$ cat config.mk
export PLATFORM = sky130hd
export DESIGN_NAME = async_serial_channel
export DESIGN_NICKNAME = d
export VERILOG_FILES = /design/src/core/uart_pkg.sv /design/src/core/async_serial_channel.sv /design/src/core/serial_rx_shift.sv /design/src/core/serial_tx_shift.sv
export SDC_FILE = /design/constraint.sdc
export NUM_CORES = 1
export LEC_CHECK = 0
export ABC_CLOCK_PERIOD_IN_PS = 2400
export BUFFER_PORTS_ARGS = -buffer_cell sky130_fd_sc_hd__buf_2
export CAP_MARGIN = 10
export CORE_ASPECT_RATIO = 2
export CORE_MARGIN = 2
export CORE_UTILIZATION = 30
export DETAILED_ROUTE_END_ITERATION = 12
export GPL_ROUTABILITY_DRIVEN = 0
export SYNTH_ARGS = -nofsm -noshare
export SYNTH_HDL_FRONTEND = slang
export SYNTH_SLANG_ARGS = --single-unit
$ cat constraint.sdc
create_clock -name clk_i -period 2.4 [get_ports clk_i]
set_clock_uncertainty 0.05 [all_clocks]
set_input_delay 0.12 -clock clk_i [delete_from_list [all_inputs] [get_ports clk_i]]
set_output_delay 0.12 -clock clk_i [all_outputs]
set_load 0.02 [all_outputs]
$ cat src/core/uart_pkg.sv
/*
  Shared constants for the asynchronous serial channel: register offsets,
  field positions, reset values, bit timing and the shifter state type.
  Assumes a 100 MHz system clock and a 32-bit classic Wishbone slave.
*/
package uart_pkg;

  // Bit timing.
  localparam int CLK_HZ     = 100_000_000;
  localparam int BAUD_BPS   = 9600;
  localparam int BIT_CYCLES = CLK_HZ / BAUD_BPS;
  localparam int CNT_W      = 16;

  // Register byte offsets.
  localparam logic [7:0] CTRL_OFS = 8'h00;
  localparam logic [7:0] STAT_OFS = 8'h04;
  localparam logic [7:0] TXD_OFS  = 8'h08;
  localparam logic [7:0] RXD_OFS  = 8'h0c;
  localparam logic [7:0] PEND_OFS = 8'h10;
  localparam logic [7:0] MASK_OFS = 8'h14;

  // Control register fields.
  localparam int C_TIE   = 7;
  localparam int C_RIE   = 6;
  localparam int C_TE    = 5;
  localparam int C_RE    = 4;
  localparam int C_PMODE = 3;
  localparam int C_TRANSMIT_END_INTERRUPT_ENABLE_BIT  = 2;
  localparam int C_PLVL  = 0;

  // Status register fields.
  localparam int S_TRANSMIT_BUFFER_EMPTY_FLAG = 7;
  localparam int S_RDRF = 6;
  localparam int S_OVERRUN_ERROR_FLAG = 5;
  localparam int S_FER  = 4;
  localparam int S_TEND = 2;

  // Pending and mask register fields.
  localparam int P_TXI = 0;
  localparam int P_RXI = 1;
  localparam int P_ERI = 2;
  localparam int P_TEI = 3;

  // Reset values.
  localparam logic [7:0] CTRL_RST = 8'h00;
  localparam logic [3:0] PEND_RST = 4'h0;
  localparam logic [3:0] MASK_RST = 4'h0;

  typedef enum logic [1:0] {
    SH_IDLE  = 2'b00,
    SH_START = 2'b01,
    SH_DATA  = 2'b11,
    SH_STOP  = 2'b10
  } shift_state_t;

  // True on the last cycle of a span of n cycles.
  function automatic logic span_done(logic [CNT_W-1:0] c, int n);
    return c == CNT_W'(n - 1);
  endfunction

endpackage

$ cat src/core/async_serial_channel.sv
/*
  Asynchronous serial channel with a classic Wishbone register port,
  a transmit data register feeding a shift register, a receive buffer with
  overrun and framing detection, and sticky interrupt pending flags.
  Assumes a single 100 MHz clock and a synchronous receive line input.
*/
// Functional notes
// - Overrun flag clears only after read-while-set.
// - Serial function, transmit disabled: pin floats.
// - Port mode: pin is general-purpose until enabled.
// - Transmit enable raises transmit-empty request at once.
// - Hand-off sets empty flag and raises request.
`timescale 1ns/1ps
module async_serial_channel import uart_pkg::*; #(
  parameter int BIT_CYCLES_P = BIT_CYCLES
) (
  // Clock and reset
  input  wire logic        clk_i,
  input  wire logic        rst_i,
  // Wishbone slave
  input  wire logic        cyc_i,
  input  wire logic        stb_i,
  input  wire logic        we_i,
  input  wire logic [7:0]  adr_i,
  input  wire logic [3:0]  sel_i,
  input  wire logic [31:0] dat_i,
  output logic [31:0]      dat_o,
  output logic             ack_o,
  // Serial lines
  input  wire logic        rxd_i,
  output logic             txd_o,
  output logic             txd_oe_o,
  // Interrupt
  output logic             irq_o
);

  ////////////////////////////////////////////////////////////////////////////

  logic        ack_q, ack_d;
  logic [31:0] dat_q, dat_d;
  logic [7:0]  ctrl_q, ctrl_d;
  logic        transmit_buffer_empty_flag_q, transmit_buffer_empty_flag_d;
  logic        rdrf_q, rdrf_d;
  logic        overrun_error_flag_q, overrun_error_flag_d;
  logic        fer_q, fer_d;
  logic        armed_q, armed_d;
  logic [7:0]  txbuf_q, txbuf_d;
  logic [7:0]  rxbuf_q, rxbuf_d;
  logic [3:0]  pend_q, pend_d;
  logic [3:0]  mask_q, mask_d;
  logic        te_prev_q, te_prev_d;
  logic        tend_prev_q, tend_prev_d;
  logic        txd_q, txd_d;
  logic        oe_q, oe_d;
  logic        irq_q, irq_d;

  logic        req;
  logic        wr_act;
  logic        rd_act;
  logic        tx_ready;
  logic        tx_line;
  logic        handoff;
  logic        tend;
  logic        rx_valid;
  logic [7:0]  rx_data;
  logic        rx_ferr;
  logic        overrun;
  logic        overrun_error_flag_clr;
  logic [3:0]  events;
  logic [7:0]  status;
  logic        wr_ctrl;
  logic        wr_stat;
  logic        wr_txd;
  logic        wr_pend;
  logic        wr_mask;
  logic        rd_stat;
  logic        rd_rxd;
  logic        te_rise;

  function automatic logic hit(logic [7:0] a, logic [7:0] ofs);
    return a == ofs;
  endfunction

  ////////////////////////////////////////////////////////////////////////////
  // Bus slave: ack one cycle after the request, effects at the ack edge.

  assign req    = cyc_i && stb_i;
  assign wr_act = req && ack_q && we_i && sel_i[0];
  assign rd_act = req && ack_q && !we_i;
  assign ack_o  = ack_q;
  assign dat_o  = dat_q;

  // Per-register strobes, all qualified by the ack edge.
  assign wr_ctrl = wr_act && hit(adr_i, CTRL_OFS);
  assign wr_stat = wr_act && hit(adr_i, STAT_OFS);
  assign wr_txd  = wr_act && hit(adr_i, TXD_OFS);
  assign wr_pend = wr_act && hit(adr_i, PEND_OFS);
  assign wr_mask = wr_act && hit(adr_i, MASK_OFS);
  assign rd_stat = rd_act && hit(adr_i, STAT_OFS);
  assign rd_rxd  = rd_act && hit(adr_i, RXD_OFS);

  always_comb begin
    status         = 8'h00;
    status[S_TRANSMIT_BUFFER_EMPTY_FLAG] = transmit_buffer_empty_flag_q;
    status[S_RDRF] = rdrf_q;
    status[S_OVERRUN_ERROR_FLAG] = overrun_error_flag_q;
    status[S_FER]  = fer_q;
    status[S_TEND] = tend;
  end

  always_comb begin
    ack_d = req && !ack_q;
    dat_d = dat_q;
    if (req && !ack_q) begin
      dat_d = 32'h0000_0000;
      if (hit(adr_i, CTRL_OFS)) dat_d[7:0] = ctrl_q;
      if (hit(adr_i, STAT_OFS)) dat_d[7:0] = status;
      if (hit(adr_i, TXD_OFS))  dat_d[7:0] = txbuf_q;
      if (hit(adr_i, RXD_OFS))  dat_d[7:0] = rxbuf_q;
      if (hit(adr_i, PEND_OFS)) dat_d[3:0] = pend_q;
      if (hit(adr_i, MASK_OFS)) dat_d[3:0] = mask_q;
    end
  end

  always_ff @(posedge clk_i) begin
    if (rst_i) begin
      ack_q <= 1'b0;
      dat_q <= 32'h0000_0000;
    end else begin
      ack_q <= ack_d;
      dat_q <= dat_d;
    end
  end

  ////////////////////////////////////////////////////////////////////////////
  // Shift registers.

  serial_tx_shift #(
    .BIT_CYCLES_P (BIT_CYCLES_P)
  ) u_tx (
    .clk_i   (clk_i),
    .rst_i   (rst_i),
    .load_i  (handoff),
    .data_i  (txbuf_q),
    .ready_o (tx_ready),
    .line_o  (tx_line)
  );

  serial_rx_shift #(
    .BIT_CYCLES_P (BIT_CYCLES_P)
  ) u_rx (
    .clk_i       (clk_i),
    .rst_i       (rst_i),
    .en_i        (ctrl_q[C_RE]),
    .line_i      (rxd_i),
    .valid_o     (rx_valid),
    .data_o      (rx_data),
    .frame_err_o (rx_ferr)
  );

  ////////////////////////////////////////////////////////////////////////////
  // Channel state.

  // A byte moves to the shifter as soon as the transmitter is enabled, it is idle and one is waiting.
  assign handoff  = ctrl_q[C_TE] && !transmit_buffer_empty_flag_q && tx_ready;
  // Transmit end: nothing is waiting and the shifter has sent its stop bit.
  assign tend     = transmit_buffer_empty_flag_q && tx_ready;
  assign overrun  = rx_valid && rdrf_q;
  // Enabling the transmitter offers an empty buffer at once.
  assign te_rise  = ctrl_q[C_TE] && !te_prev_q;
  // The clear needs the read-while-set arming, so a stray zero write from
  // code that never looked at the flag cannot hide an overrun.
  assign overrun_error_flag_clr = wr_stat && armed_q
                    && !dat_i[S_OVERRUN_ERROR_FLAG];

  always_comb begin
    events        = 4'h0;
    events[P_TXI] = ctrl_q[C_TIE] && (te_rise || handoff);
    events[P_RXI] = ctrl_q[C_RIE] && rx_valid && !rdrf_q;
    events[P_ERI] = ctrl_q[C_RIE] && (overrun || (rx_valid && rx_ferr));
    events[P_TEI] = ctrl_q[C_TRANSMIT_END_INTERRUPT_ENABLE_BIT] && tend && !tend_prev_q;
  end

  always_comb begin
    ctrl_d      = ctrl_q;
    transmit_buffer_empty_flag_d      = transmit_buffer_empty_flag_q;
    rdrf_d      = rdrf_q;
    overrun_error_flag_d      = overrun_error_flag_q;
    fer_d       = fer_q;
    armed_d     = armed_q;
    txbuf_d     = txbuf_q;
    rxbuf_d     = rxbuf_q;
    mask_d      = mask_q;
    te_prev_d   = ctrl_q[C_TE];
    tend_prev_d = tend;
    // Set wins over a clear written in the same cycle.
    pend_d      = pend_q | events;
    if (wr_pend) begin
      pend_d = (pend_q & ~dat_i[3:0]) | events;
    end
    if (wr_ctrl) begin
      ctrl_d = dat_i[7:0];
    end
    if (wr_mask) begin
      mask_d = dat_i[3:0];
    end
    if (handoff) begin
      transmit_buffer_empty_flag_d = 1'b1;
    end
    // A byte written in the hand-off cycle is the next one waiting.
    if (wr_txd) begin
      txbuf_d = dat_i[7:0];
      transmit_buffer_empty_flag_d  = 1'b0;
    end
    // A byte landing while the buffer is read is still an overrun: the
    // reader took the older byte and the new one found the buffer full.
    if (rd_rxd) begin
      rdrf_d = 1'b0;
    end
    if (rd_stat && overrun_error_flag_q) begin
      armed_d = 1'b1;
    end
    if (overrun_error_flag_clr) begin
      overrun_error_flag_d  = 1'b0;
      armed_d = 1'b0;
    end
    if (wr_stat && !dat_i[S_FER]) begin
      fer_d = 1'b0;
    end
    // An overrun keeps the old byte; the new one is dropped.
    if (overrun) begin
      overrun_error_flag_d = 1'b1;
    end else if (rx_valid) begin
      rxbuf_d = rx_data;
      rdrf_d  = 1'b1;
    end
    if (rx_valid && rx_ferr) begin
      fer_d = 1'b1;
    end
  end

  ////////////////////////////////////////////////////////////////////////////
  // Pin and interrupt outputs, registered.

  always_comb begin
    if (ctrl_q[C_TE]) begin
      txd_d = tx_line;
      oe_d  = 1'b1;
    end else begin
      // Transmitter off: the port mode bit picks between a plain port and a
      // floating pin, the latter for the serial function.
      txd_d = ctrl_q[C_PLVL];
      oe_d  = ctrl_q[C_PMODE];
    end
    irq_d = |(pend_q & mask_q);
  end

  always_ff @(posedge clk_i) begin
    if (rst_i) begin
      ctrl_q      <= CTRL_RST;
      transmit_buffer_empty_flag_q      <= 1'b1;
      rdrf_q      <= 1'b0;
      overrun_error_flag_q      <= 1'b0;
      fer_q       <= 1'b0;
      armed_q     <= 1'b0;
      txbuf_q     <= 8'h00;
      rxbuf_q     <= 8'h00;
      pend_q      <= PEND_RST;
      mask_q      <= MASK_RST;
      te_prev_q   <= 1'b0;
      // Counted as already ended, so reset alone raises no end request.
      tend_prev_q <= 1'b1;
      txd_q       <= 1'b1;
      oe_q        <= 1'b0;
      irq_q       <= 1'b0;
    end else begin
      ctrl_q      <= ctrl_d;
      transmit_buffer_empty_flag_q      <= transmit_buffer_empty_flag_d;
      rdrf_q      <= rdrf_d;
      overrun_error_flag_q      <= overrun_error_flag_d;
      fer_q       <= fer_d;
      armed_q     <= armed_d;
      txbuf_q     <= txbuf_d;
      rxbuf_q     <= rxbuf_d;
      pend_q      <= pend_d;
      mask_q      <= mask_d;
      te_prev_q   <= te_prev_d;
      tend_prev_q <= tend_prev_d;
      txd_q       <= txd_d;
      oe_q        <= oe_d;
      irq_q       <= irq_d;
    end
  end

  assign txd_o    = txd_q;
  assign txd_oe_o = oe_q;
  assign irq_o    = irq_q;

endmodule

$ cat src/core/serial_rx_shift.sv
/*
  Receive shift register for 8N1 frames. Samples each bit at its middle.
  Assumes line_i is already synchronous to clk_i.
*/
`timescale 1ns/1ps
module serial_rx_shift import uart_pkg::*; #(
  parameter int BIT_CYCLES_P = BIT_CYCLES
) (
  // Clock and reset
  input  wire logic       clk_i,
  input  wire logic       rst_i,
  // Control and line
  input  wire logic       en_i,
  input  wire logic       line_i,
  // Received byte
  output logic            valid_o,
  output logic [7:0]      data_o,
  output logic            frame_err_o
);

  shift_state_t     state_q, state_d;
  logic [CNT_W-1:0] cnt_q, cnt_d;
  logic [7:0]       sh_q, sh_d;
  logic [2:0]       idx_q, idx_d;
  logic             valid_q, valid_d;
  logic [7:0]       data_q, data_d;
  logic             ferr_q, ferr_d;
  logic             prev_q, prev_d;

  assign valid_o     = valid_q;
  assign data_o      = data_q;
  assign frame_err_o = ferr_q;

  always_comb begin
    state_d = state_q;
    cnt_d   = cnt_q + CNT_W'(1);
    sh_d    = sh_q;
    idx_d   = idx_q;
    valid_d = 1'b0;
    data_d  = data_q;
    ferr_d  = ferr_q;
    prev_d  = line_i;
    case (state_q)
      SH_IDLE: begin
        cnt_d = '0;
        // Only a fall from the high idle level starts a frame, so a line
        // still low after a broken stop bit cannot fake a new one.
        if (en_i && !line_i && prev_q) begin
          state_d = SH_START;
        end
      end
      SH_START: begin
        // A start bit that is gone by mid-bit was a glitch.
        if (span_done(cnt_q, BIT_CYCLES_P / 2)) begin
          cnt_d   = '0;
          idx_d   = 3'h0;
          state_d = line_i ? SH_IDLE : SH_DATA;
        end
      end
      SH_DATA: begin
        if (span_done(cnt_q, BIT_CYCLES_P)) begin
          cnt_d = '0;
          sh_d  = {line_i, sh_q[7:1]};
          idx_d = idx_q + 3'h1;
          if (idx_q == 3'h7) begin
            state_d = SH_STOP;
          end
        end
      end
      SH_STOP: begin
        if (span_done(cnt_q, BIT_CYCLES_P)) begin
          state_d = SH_IDLE;
          valid_d = 1'b1;
          data_d  = sh_q;
          ferr_d  = !line_i;
        end
      end
      default: state_d = SH_IDLE;
    endcase
  end

  always_ff @(posedge clk_i) begin
    if (rst_i) begin
      state_q <= SH_IDLE;
      cnt_q   <= '0;
      sh_q    <= 8'h00;
      idx_q   <= 3'h0;
      valid_q <= 1'b0;
      data_q  <= 8'h00;
      ferr_q  <= 1'b0;
      prev_q  <= 1'b1;
    end else begin
      state_q <= state_d;
      cnt_q   <= cnt_d;
      sh_q    <= sh_d;
      idx_q   <= idx_d;
      valid_q <= valid_d;
      data_q  <= data_d;
      ferr_q  <= ferr_d;
      prev_q  <= prev_d;
    end
  end

endmodule

$ cat src/core/serial_tx_shift.sv
/*
  Transmit shift register: one start bit, eight data bits LSB first and one
  stop bit. Assumes load_i is only pulsed while ready_o is high.
*/
`timescale 1ns/1ps
module serial_tx_shift import uart_pkg::*; #(
  parameter int BIT_CYCLES_P = BIT_CYCLES
) (
  // Clock and reset
  input  wire logic       clk_i,
  input  wire logic       rst_i,
  // Byte hand-off
  input  wire logic       load_i,
  input  wire logic [7:0] data_i,
  output logic            ready_o,
  // Line
  output logic            line_o
);

  shift_state_t     state_q, state_d;
  logic [CNT_W-1:0] cnt_q, cnt_d;
  logic [7:0]       sh_q, sh_d;
  logic [2:0]       idx_q, idx_d;
  logic             line_q, line_d;

  assign ready_o = (state_q == SH_IDLE);
  assign line_o  = line_q;

  always_comb begin
    state_d = state_q;
    cnt_d   = cnt_q + CNT_W'(1);
    sh_d    = sh_q;
    idx_d   = idx_q;
    line_d  = line_q;
    case (state_q)
      SH_IDLE: begin
        cnt_d  = '0;
        line_d = 1'b1;
        if (load_i) begin
          state_d = SH_START;
          sh_d    = data_i;
          line_d  = 1'b0;
        end
      end
      SH_START: begin
        if (span_done(cnt_q, BIT_CYCLES_P)) begin
          cnt_d   = '0;
          idx_d   = 3'h0;
          state_d = SH_DATA;
          line_d  = sh_q[0];
        end
      end
      SH_DATA: begin
        if (span_done(cnt_q, BIT_CYCLES_P)) begin
          cnt_d = '0;
          if (idx_q == 3'h7) begin
            state_d = SH_STOP;
            line_d  = 1'b1;
          end else begin
            idx_d  = idx_q + 3'h1;
            sh_d   = {1'b0, sh_q[7:1]};
            line_d = sh_q[1];
          end
        end
      end
      SH_STOP: begin
        if (span_done(cnt_q, BIT_CYCLES_P)) begin
          state_d = SH_IDLE;
        end
      end
      default: state_d = SH_IDLE;
    endcase
  end

  always_ff @(posedge clk_i) begin
    if (rst_i) begin
      state_q <= SH_IDLE;
      cnt_q   <= '0;
      sh_q    <= 8'h00;
      idx_q   <= 3'h0;
      line_q  <= 1'b1;
    end else begin
      state_q <= state_d;
      cnt_q   <= cnt_d;
      sh_q    <= sh_d;
      idx_q   <= idx_d;
      line_q  <= line_d;
    end
  end

endmodule

=== Word level (Yosys, flattened, before mapping) ===
Cells that the tools add are included.

* Bitwise logic cells: 7
* Muxes and demuxes: 53
* Add/subtract/negate cells: 4
* Equal/unequal tests: 27
* Reductions and logical operators: 65

{| class="wikitable"
|+ Operator list
! cell !! count
|-
| two-way mux 8 bit || 7
|-
| two-way mux 16 bit || 3
|-
| one-hot mux 16 bit (3 select lines) || 1
|-
| adder 16 x 1 -> 16 bit, second input constant || 2
|-
| equality test 16 x 14 -> 1 bit, second input constant || 2
|-
| one-hot mux 16 bit (2 select lines) || 1
|-
| logical AND 1 bit || 31
|-
| two-way mux 2 bit || 11
|-
| inequality test 2 x 1 -> 1 bit, second input constant || 10
|-
| equality test 16 x 13 -> 1 bit, second input constant || 1
|-
| equality test 8 x 4 -> 1 bit, second input constant || 2
|-
| equality test 8 x 5 -> 1 bit, second input constant || 2
|-
| two-way mux 1 bit || 16
|-
| one-hot mux 2 bit (4 select lines) || 2
|-
| one-hot mux 8 bit (2 select lines) || 1
|-
| two-way mux 3 bit || 5
|-
| two-way mux 4 bit || 3
|-
| one-hot mux 3 bit (2 select lines) || 2
|-
| nonzero test 2 bit || 6
|-
| AND reduction 5 bit || 2
|-
| zero test 1 bit || 9
|-
| AND 4 bit || 2
|-
| equality test 2 bit, second input constant || 4
|-
| equality test 8 x 3 -> 1 bit, second input constant || 1
|-
| other kinds (17) || 30
|}

* Input bits: 50
* Output and inout port bits: 36
* Register bits: 121

=== Longest topological paths before layout ===
Gate-level depths: netlist of the first run.

* Depth in word-level cells: 9
* Gate-level depth with buffers: 7

=== Hierarchy ===
From an unflattened synthesis of the first run, not the netlist that was laid out.

* Cells, all modules: 636
* Area, all modules: 5758.0 µm²

{| class="wikitable"
|+ By module, submodules not included
! module !! area each (µm²) !! times used !! cells each !! seq. area each (µm²)
|-
| async_serial_channel || 2427.3 || 1 || 269 || 1021.0
|-
| serial_rx_shift || 1905.6 || 1 || 207 || 800.8
|-
| serial_tx_shift || 1425.1 || 1 || 160 || 600.6
|}

=== Least setup slack after synthesis of the first run ===
OpenSTA, ideal clock, no wires.

* Path kind: register to register
* Start point: reg u_rx.cnt_q[9]
* End point: reg u_rx.cnt_q[10]
* Library setup time: 0.132 ns
* Arrival: 1.971 ns
* Path slack: 0.248 ns
* Cell stages (with the launch flop): 7
* Path buffers: 2
* Cell sequence: dfxtp_1 -> or4_4 -> or4_4 -> buf_6 -> o21bai_4 -> buf_4 -> nor3_1

* Cells in the longest elaborated chain, start to end: 3

{| class="wikitable"
|+ Ends and longest elaborated chain
! item !! line !! source
|-
| start, declared || serial_rx_shift.sv:22 || <nowiki>logic [CNT_W-1:0] cnt_q, cnt_d;</nowiki>
|-
| start signal, assigned || serial_rx_shift.sv:94 || <nowiki>cnt_q <= cnt_d;</nowiki>
|-
| adder 16 x 1 -> 16 bit (tied with other cells) || serial_rx_shift.sv:36 || <nowiki>cnt_d = cnt_q + CNT_W'(1);</nowiki>
|-
| two-way mux 16 bit (on tied branches) || serial_rx_shift.sv:61, serial_rx_shift.sv:54 ||
|-
| one-hot mux 16 bit (3 select lines) (*) || serial_rx_shift.sv:43 || <nowiki>case (state_q)</nowiki>
|}

Mark *: on every way between the ends. The rest lies on a longest branch, timed or not.
A chain may end at the register's enable or synchronous reset.

=== Final worst setup path of the first run ===
* Start point: reg u_rx.cnt_q[8]
* End point: reg u_rx.sh_q[4]

* Cells in the longest elaborated chain, start to end: 2

{| class="wikitable"
|+ Ends and longest elaborated chain
! item !! line !! source
|-
| equality test 16 x 14 -> 1 bit || uart_pkg.sv:58 || <nowiki>return c == CNT_W'(n - 1);</nowiki>
|-
| AND reduction 2 bit (no source line) || -- ||
|-
| end signal, assigned || serial_rx_shift.sv:86 || <nowiki>sh_q <= 8'h00;</nowiki>
|-
| end signal, assigned || serial_rx_shift.sv:95 || <nowiki>sh_q <= sh_d;</nowiki>
|-
| end, declared || serial_rx_shift.sv:23 || <nowiki>logic [7:0] sh_q, sh_d;</nowiki>
|}

No other way between the ends.

==> reports/qor.txt, run 1 <==
status -> finished, final reports clean
Synth top cells by count -> 121 x dfxtp_1, 58 x a21oi_1, 47 x nand2_1
first-pass detailed-route iteration total -> 4
CTS clk-pin slew, worst paths -> 60 ps
Max Cap Viol -> 0
slack of the critical path -> 241.8 ps
Distinct cells, synth -> 63
Design Area, Final -> 6867 µm²
Setup TNS -> 0 ps
RSZ-0062 raised after global routing -> false
Hold Startpoint -> adr_i[0]
critical-path cell list -> or4_4 -> or4_4 -> buf_4 -> o21ai_0 -> a21oi_1
most frequent CP cell -> or4_4
CTS buffer count -> 17
top layer in use -> met4
CP Launch Type -> register
fin util -> 36.63%
core region area -> 18740 µm²
top-count cell post-synth -> dfxtp_1
ys flop type -> dfxtp_1
GRT Total Usage -> 15.00%
Buffers on Ports -> 34
setup bufs post-CTS -> 0
WHS -> 34.08 ps
Max H-tree Level -> 4
synthesized flop and latch total -> 121
Root Buffer -> clkbuf_16
IO Count -> 86
number of global-route vias before repair -> 4706
EDFF count, synth -> 0
Worst R2R Path Depth -> 5
Routed WL -> 14.60 mm
Residual DRC -> 0
Worst Hold Path Cells -> 4
Non-Filler Instances -> 955
die area -> 20300 µm²
final period utilization -> 89.93%
P&R area growth vs syn -> 19.77%
leading area contributor after synthesis -> dfxtp_1
largest net degree at the start of global routing -> 43
initial DRC count -> 227
crit path time final -> 2158 ps
Die X -> 101.8 µm
via count -> 4838
Placement Cell Area -> 6137 µm²
Reg2Reg Setup Slack -> 240 ps
syn_area_per_cell -> 8.888 µm²
met2 wire length -> 8.004 mm
required time of the critical path -> 2650 ps
WHS Endpoint -> dat_o[4]$_SDFFE_PP0P_
total grt overflow -> 0
Fin. Hold Viols -> 0
Avg WL per Cell -> 15.29 µm
Routed met3 length -> 517 µm
Ys Warns -> 0
slowest CP cell -> or4_4
fraction of layout cells with a size suffix above 1 -> 13.57%
post-DP HPWL -> 10.62 mm
Setup Crit Path Kind -> register to register
top-area cell type share of the netlist area -> 42.25%
pins over their slew limit -> 0
clock net sink count -> 121
num rows -> 71
synth top area cells -> dfxtp_1 42%, a21oi_1 5.1%, mux2i_1 3.8%
die height -> 199.5 µm
antenna violations before repair -> 0
total power -> 4.943 mW
Crit Reg-Reg Startpoint -> u_rx.cnt_q[8]$_SDFF_PP0_
Top delay family on crit path -> simple AND/OR/NAND/NOR gates
worst-margin pin slew -> 671.9 ps
clock buffer depth -> 2
VDD IR-drop max -> 0.5497 mV
Setup-failing EPs final -> 0
Worst Path Buf+Inv -> 1
worst hold path class -> input pin to register
data arrival time of the worst path -> 2410 ps
relative slew slack -> 54.62%
PwrDens -> 719.9 nW/µm²
Mapped Cells -> 645
Place WS -> 252.6 ps
critical path peak fanout -> 15
register area share after synthesis -> 42.25%
Crit Reg-Reg Endpoint -> u_rx.sh_q[4]$_SDFFE_PP0P_
Placed Cells -> 914
diodes inserted -> 0
Crit. path cell count -> 5
CP peak stage delay -> 660 ps
DRT met1 WL -> 5.408 mm
first-pass GRT wire length -> 23.52 mm
ys async rst share -> 0%
vias per cell -> 5.066
Nets -> 743
Initial Utilization -> 30.59%
TritonCTS clock tree -> done
Critical Path Sink Type -> register
Clk Latency, worst-skew pair -> 420 ps
Max Clk Rate -> 0.4633 GHz
Leak -> 2.356 nW
DRT antenna net count -> 0
cell area after synthesis -> 5733 µm²
==> flip-flops by register name, summed over array words and instances (netlist names), 2 cells and up <==
| signal | count |
|---|---|
| u_rx.state_q | 2 |
| u_rx.cnt_q | 16 |
| u_tx.idx_q | 3 |
| u_rx.data_o | 8 |
| u_tx.cnt_q | 16 |
| dat_o | 8 |
| rxbuf_q | 8 |
| u_tx.sh_q | 8 |
| mask_q | 4 |
| u_rx.idx_q | 3 |
| u_rx.sh_q | 8 |
| txbuf_q | 8 |
| ctrl_q | 8 |
| pend_q | 4 |
| u_tx.state_q | 2 |
==> where the power goes <==
group	leakage, nW	internal [mW]	switching (mW)	total, mW
Combinational	1.08	0.0596	0.125	0.184
Sequential	0.975	2.01	0.00115	2.01
Clock	0.301	1.82	0.930	2.75
==> final cells by class <==
type | instances | area, µm²
well taps | 255 | 319.1
multi-input cells | 470 | 3005
flip-flops and latches | 121 | 2422
clock buffers | 21 | 470.5
repair buffers | 61 | 420.4
fillers | 1903 | 11880
clock inverters | 11 | 168.9
inverters | 16 | 60.06
==> worst register-to-register path: stages (launching register included) <==
cell and delay, ps:
dfxtp_1 330, or4_4 560, or4_4 670, buf_4 210
o21ai_0 150, a21oi_1 80
==> kinds of logic (layout without fill, tap and decap cells) <==
logic type	count (synthesis)	count (layout)	share of synthesized area, %
buffers and inverters	77	109	6.831
xor gates and xnor gates	22	22	3.361
DFF	121	121	42.25
adders and majority gates	6	6	1.309
and+or+nand+nor	244	244	24.79
other	1	24	0.06541
AOI/OAI and AO/OA	148	148	15.98
muxes	26	26	5.413
==> timing repair <==
action | in CTS | in global routing
hold buffers | 9 | 0
endpoints found under the hold margin | 19 | 0
gates resized for setup | 0 | 0
==> per-layer routing <==
layer / GRT usage, % / up-vias
met5: 0 / -
met4: 8.809 / 0
met3: 3.638 / 38
met2: 28.09 / 100
met1: 14.29 / 2284
li1: - / 2416
==> worst max-delay path by stage <==
stage | start | end | slack (ps)
after floorplan | u_rx.cnt_q[9]$_SDFF_PP0_ | u_rx.cnt_q[10]$_SDFF_PP0_ | 250
after CTS | u_rx.cnt_q[8]$_SDFF_PP0_ | u_rx.sh_q[4]$_SDFFE_PP0P_ | 230
after global placement | u_rx.cnt_q[8]$_SDFF_PP0_ | u_rx.sh_q[0]$_SDFFE_PP0P_ | 270
after detailed placement | u_rx.cnt_q[8]$_SDFF_PP0_ | u_rx.sh_q[5]$_SDFFE_PP0P_ | 250
after global routing | u_rx.cnt_q[8]$_SDFF_PP0_ | u_rx.sh_q[4]$_SDFFE_PP0P_ | 140
final | u_rx.cnt_q[8]$_SDFF_PP0_ | u_rx.sh_q[4]$_SDFFE_PP0P_ | 240
==> placed cells by master (no fill, tap or decap), types with 4 or more instances in the layout <==
cell           synthesis  layout
conb_1                 1      24
nor3b_1                4       4
nor2_1                25      25
nand3_1               20      20
bufinv_16              0       4
or4_1                  6       6
dfxtp_1              121     121
inv_1                 15      15
ha_1                   6       6
xor2_1                12      12
xnor2_1               10      10
clkbuf_16              0      17
nand4_1               32      32
dlygate4sd3_1          0       9
nor2b_1                9       9
clkinvlp_4             0       4
o21ai_0               40      40
and4_1                 8       8
nor3_1                21      21
nand2_1               47      47
buf_2                  1      34
nor4_1                 4       4
o31ai_1                9       9
mux2i_1               22      22
buf_4                 25      16
mux4_2                 4       4
or3_1                  5       5
nand2b_1              32      32
a32oi_1                7       7
a21oi_1               58      58
Power figures use the tool's default switching activity.
==> run 2: changes to the inputs <==
- ABC_CLOCK_PERIOD_IN_PS: 2400 -> 1800
- clock period: 2.4 -> 1.8 ns (I/O delays scaled with it)
==> run 2 against run 1 <==
The run now ends with setup timing left. Via count increased by 5.9%. Die area unchanged. First-iteration DRC count is 12% higher. Fmax grew 12%. Cell area is 6.9% higher. Sequential cell count stayed put. Critical path type unchanged.
==> reports/qor.txt, run 2 (synthesis gave the netlist of run 1 again) <==
Max Clk Rate -> 0.5179 GHz (was 0.4633 GHz)
Residual DRC -> 0 (unchanged)
fraction of layout cells with a size suffix above 1 -> 23.55% (was 13.57%)
area of the multi-input gates -> 3088 µm² (was 3005 µm²)
setup bufs post-CTS -> 0 (unchanged)
Setup-failing EPs final -> 33 (was 0)
total grt overflow -> 0 (unchanged)
via count -> 5122 (was 4838)
required time of the critical path -> 2030 ps (was 2650 ps)
RSZ-0062 raised after global routing -> true (was false)
Critical Path Sink Type -> register (unchanged)
most common cell after layout, fill and taps aside -> dfxtp_1 (unchanged)
slack of the critical path -> -131.0 ps (was 241.8 ps)
initial DRC count -> 255 (was 227)
number of global-route vias before repair -> 5086 (was 4706)
Max H-tree Level -> 4 (unchanged)
data arrival time of the worst path -> 2170 ps (was 2410 ps)
NetSw -> 1.486 mW (was 1.055 mW)
diodes inserted -> 0 (unchanged)
Non-Filler Instances -> 1015 (was 955)
CP Launch Type -> register (unchanged)
total power -> 6.023 mW (was 4.943 mW)
clock buffer depth -> 2 (unchanged)
fill count -> 1934 (was 1903)
DRT antenna net count -> 0 (unchanged)
Leak -> 2.640 nW (was 2.356 nW)
Worst R2R Path Depth -> 5 (unchanged)
register area -> 2436 µm² (was 2422 µm²)
num rows -> 71 (unchanged)
PwrDens -> 821.0 nW/µm² (was 719.9 nW/µm²)
Buffers on Ports -> 34 (unchanged)
pins over their slew limit -> 0 (unchanged)
Hold Startpoint -> rst_i (was adr_i[0])
Placed Cells -> 973 (was 914)
clock share of power -> 51.0% (was 55.5%)
VDD IR-drop max -> 0.7891 mV (was 0.5497 mV)
P&R area growth vs syn -> 27.98% (was 19.77%)
Crit Reg-Reg Startpoint -> u_rx.cnt_q[15]$_SDFF_PP0_ (was u_rx.cnt_q[8]$_SDFF_PP0_)
Max Cap Viol -> 0 (unchanged)
TritonCTS clock tree -> done (unchanged)
Worst Hold Path Cells -> 3 (was 4)
Fin. Hold Viols -> 0 (unchanged)
IO Count -> 86 (unchanged)
core region area -> 18740 µm² (unchanged)
largest net degree at the start of global routing -> 46 (was 43)
Root Buffer -> clkbuf_16 (unchanged)
failing checks -> setup timing
critical path peak fanout -> 16 (was 15)
Routed WL -> 15.88 mm (was 14.60 mm)
vias per cell -> 5.046 (was 5.066)
status -> finished, violations left (was finished, final reports clean)
Avg WL per Cell -> 15.64 µm (was 15.29 µm)
crit path time final -> 1931 ps (was 2158 ps)
WHS Endpoint -> u_rx.idx_q[0]$_SDFFE_PP0P_ (was dat_o[4]$_SDFFE_PP0P_)
CTS buffer count -> 17 (unchanged)
first-pass detailed-route iteration total -> 4 (unchanged)
biggest regs -> u_rx.cnt_q x16, u_tx.cnt_q x16 (unchanged)
Nets -> 803 (was 743)
antenna violations before repair -> 1 (was 0)
Reg2Reg Setup Slack -> -130 ps (was 240 ps)
most frequent cells in the layout -> 110 x dfxtp_1, 72 x buf_4, 58 x a21oi_1, 47 x nand2_1, 34 x buf_2 (was 121 x dfxtp_1, 58 x a21oi_1, 47 x nand2_1, 40 x o21ai_0, 34 x buf_2)
combinational share of power -> 4.4% (was 3.7%)
Sequential Power Share -> 44.5% (was 40.7%)
clock net sink count -> 121 (unchanged)
CTS clk-pin slew, worst paths -> 60 ps (about the same)
first-pass GRT wire length -> 25.67 mm (was 23.52 mm)
die area -> 20300 µm² (unchanged)
GRT Total Usage -> 16.24% (was 15.00%)
Initial Utilization -> 30.59% (unchanged)
Clk Latency, worst-skew pair -> 420 ps (about the same)
Die X -> 101.8 µm (unchanged)
Crit Reg-Reg Endpoint -> u_rx.data_o[3]$_SDFFE_PP0P_ (was u_rx.sh_q[4]$_SDFFE_PP0P_)
Cell Int Power -> 4.537 mW (was 3.888 mW)
Setup Crit Path Kind -> register to register (unchanged)
post-DP HPWL -> 11.85 mm (was 10.62 mm)
worst hold path class -> input pin to register (unchanged)
final period utilization -> 107.3% (was 89.93%)
die height -> 199.5 µm (unchanged)
Sw Ratio -> 24.67% (was 21.35%)
run 2: cell types whose count changed in the layout (fill, tap and decap cells not counted), sizes merged, moves of 2 or more:
cell | previous run | this run
buf | 52 | 111
clkinv | 4 | 10
bufinv | 4 | 0
clkbuf | 21 | 18
inv | 15 | 17
run 2: stage by stage:
| step | utilization, % | setup TNS [ps] | setup slack, ps | instance area [µm²] | hold WS [ps] |
|---|---|---|---|---|---|
| 5_1_grt | 39.14 | -5080 | -176.9 | 7337 | 72.00 |
| 3_5_place_dp | 35.29 | -4374 | -180.8 | 6615 | 295.3 |
| 2_1_floorplan | - | -2483 | -175.3 | 5847 | 146.6 |
| 3_3_place_gp | 35.29 | -4052 | -196.6 | 6615 | 301.3 |
| 4_1_cts | 38.76 | -3673 | -134.3 | 7264 | 47.28 |
| 6_report | 39.14 | -3213 | -131.0 | 7337 | 64.24 |
run 2: cell type report:
class,instances,area share (%)
Sequential cell,121,33.20
Clock buffer,18,5.849
Inverter,16,0.8186
Clock inverter,14,1.398
Tap cell,255,4.349
Multi-Input combinational cell,470,42.09
Timing Repair Buffer,121,12.30
run 2: per-layer routing:
metal  GRT usage, %  wire (µm)
met1          15.33       5742
met2          31.34       9118
met3          3.078        407
met4          9.259        597
met5              0         11
run 2: worst max path at each step:
stage | startpoint | end
final | u_rx.cnt_q[15]$_SDFF_PP0_ | u_rx.data_o[3]$_SDFFE_PP0P_
after CTS | u_rx.cnt_q[15]$_SDFF_PP0_ | u_rx.sh_q[4]$_SDFFE_PP0P_
after detailed placement | u_rx.cnt_q[7]$_SDFF_PP0_ | u_rx.cnt_q[15]$_SDFF_PP0_
after floorplan | u_rx.cnt_q[15]$_SDFF_PP0_ | u_rx.cnt_q[10]$_SDFF_PP0_
after global routing | u_rx.cnt_q[15]$_SDFF_PP0_ | u_rx.data_o[6]$_SDFFE_PP0P_
after global placement | u_rx.cnt_q[7]$_SDFF_PP0_ | u_rx.cnt_q[15]$_SDFF_PP0_
run 2: power by group through the flow:
stage                     registers, mW  clock network (mW)  logic, mW
after floorplan                    2.74                   0      0.189
after global placement             2.74                   0      0.250
after detailed placement           2.74                   0      0.250
after CTS                          2.68                3.13      0.267
after global routing               2.68                3.25      0.288
final                              2.68                3.07      0.267
run 2: critical path, cell delays in order, from the launching register on:
cell and delay [ps]:
dfxtp_2 310, or4_4 540, or4_4 490, buf_12 180
o21ai_0 150, a21oi_1 80
run 2: repair_timing:
action / 4_1_cts / 5_1_grt
pin swaps: 0 / 2
resized for setup: 10 / 24
hold buffers: 10 / 0
hold endpoints to repair: 28 / 0
setup endpoints to repair: 37 / 58
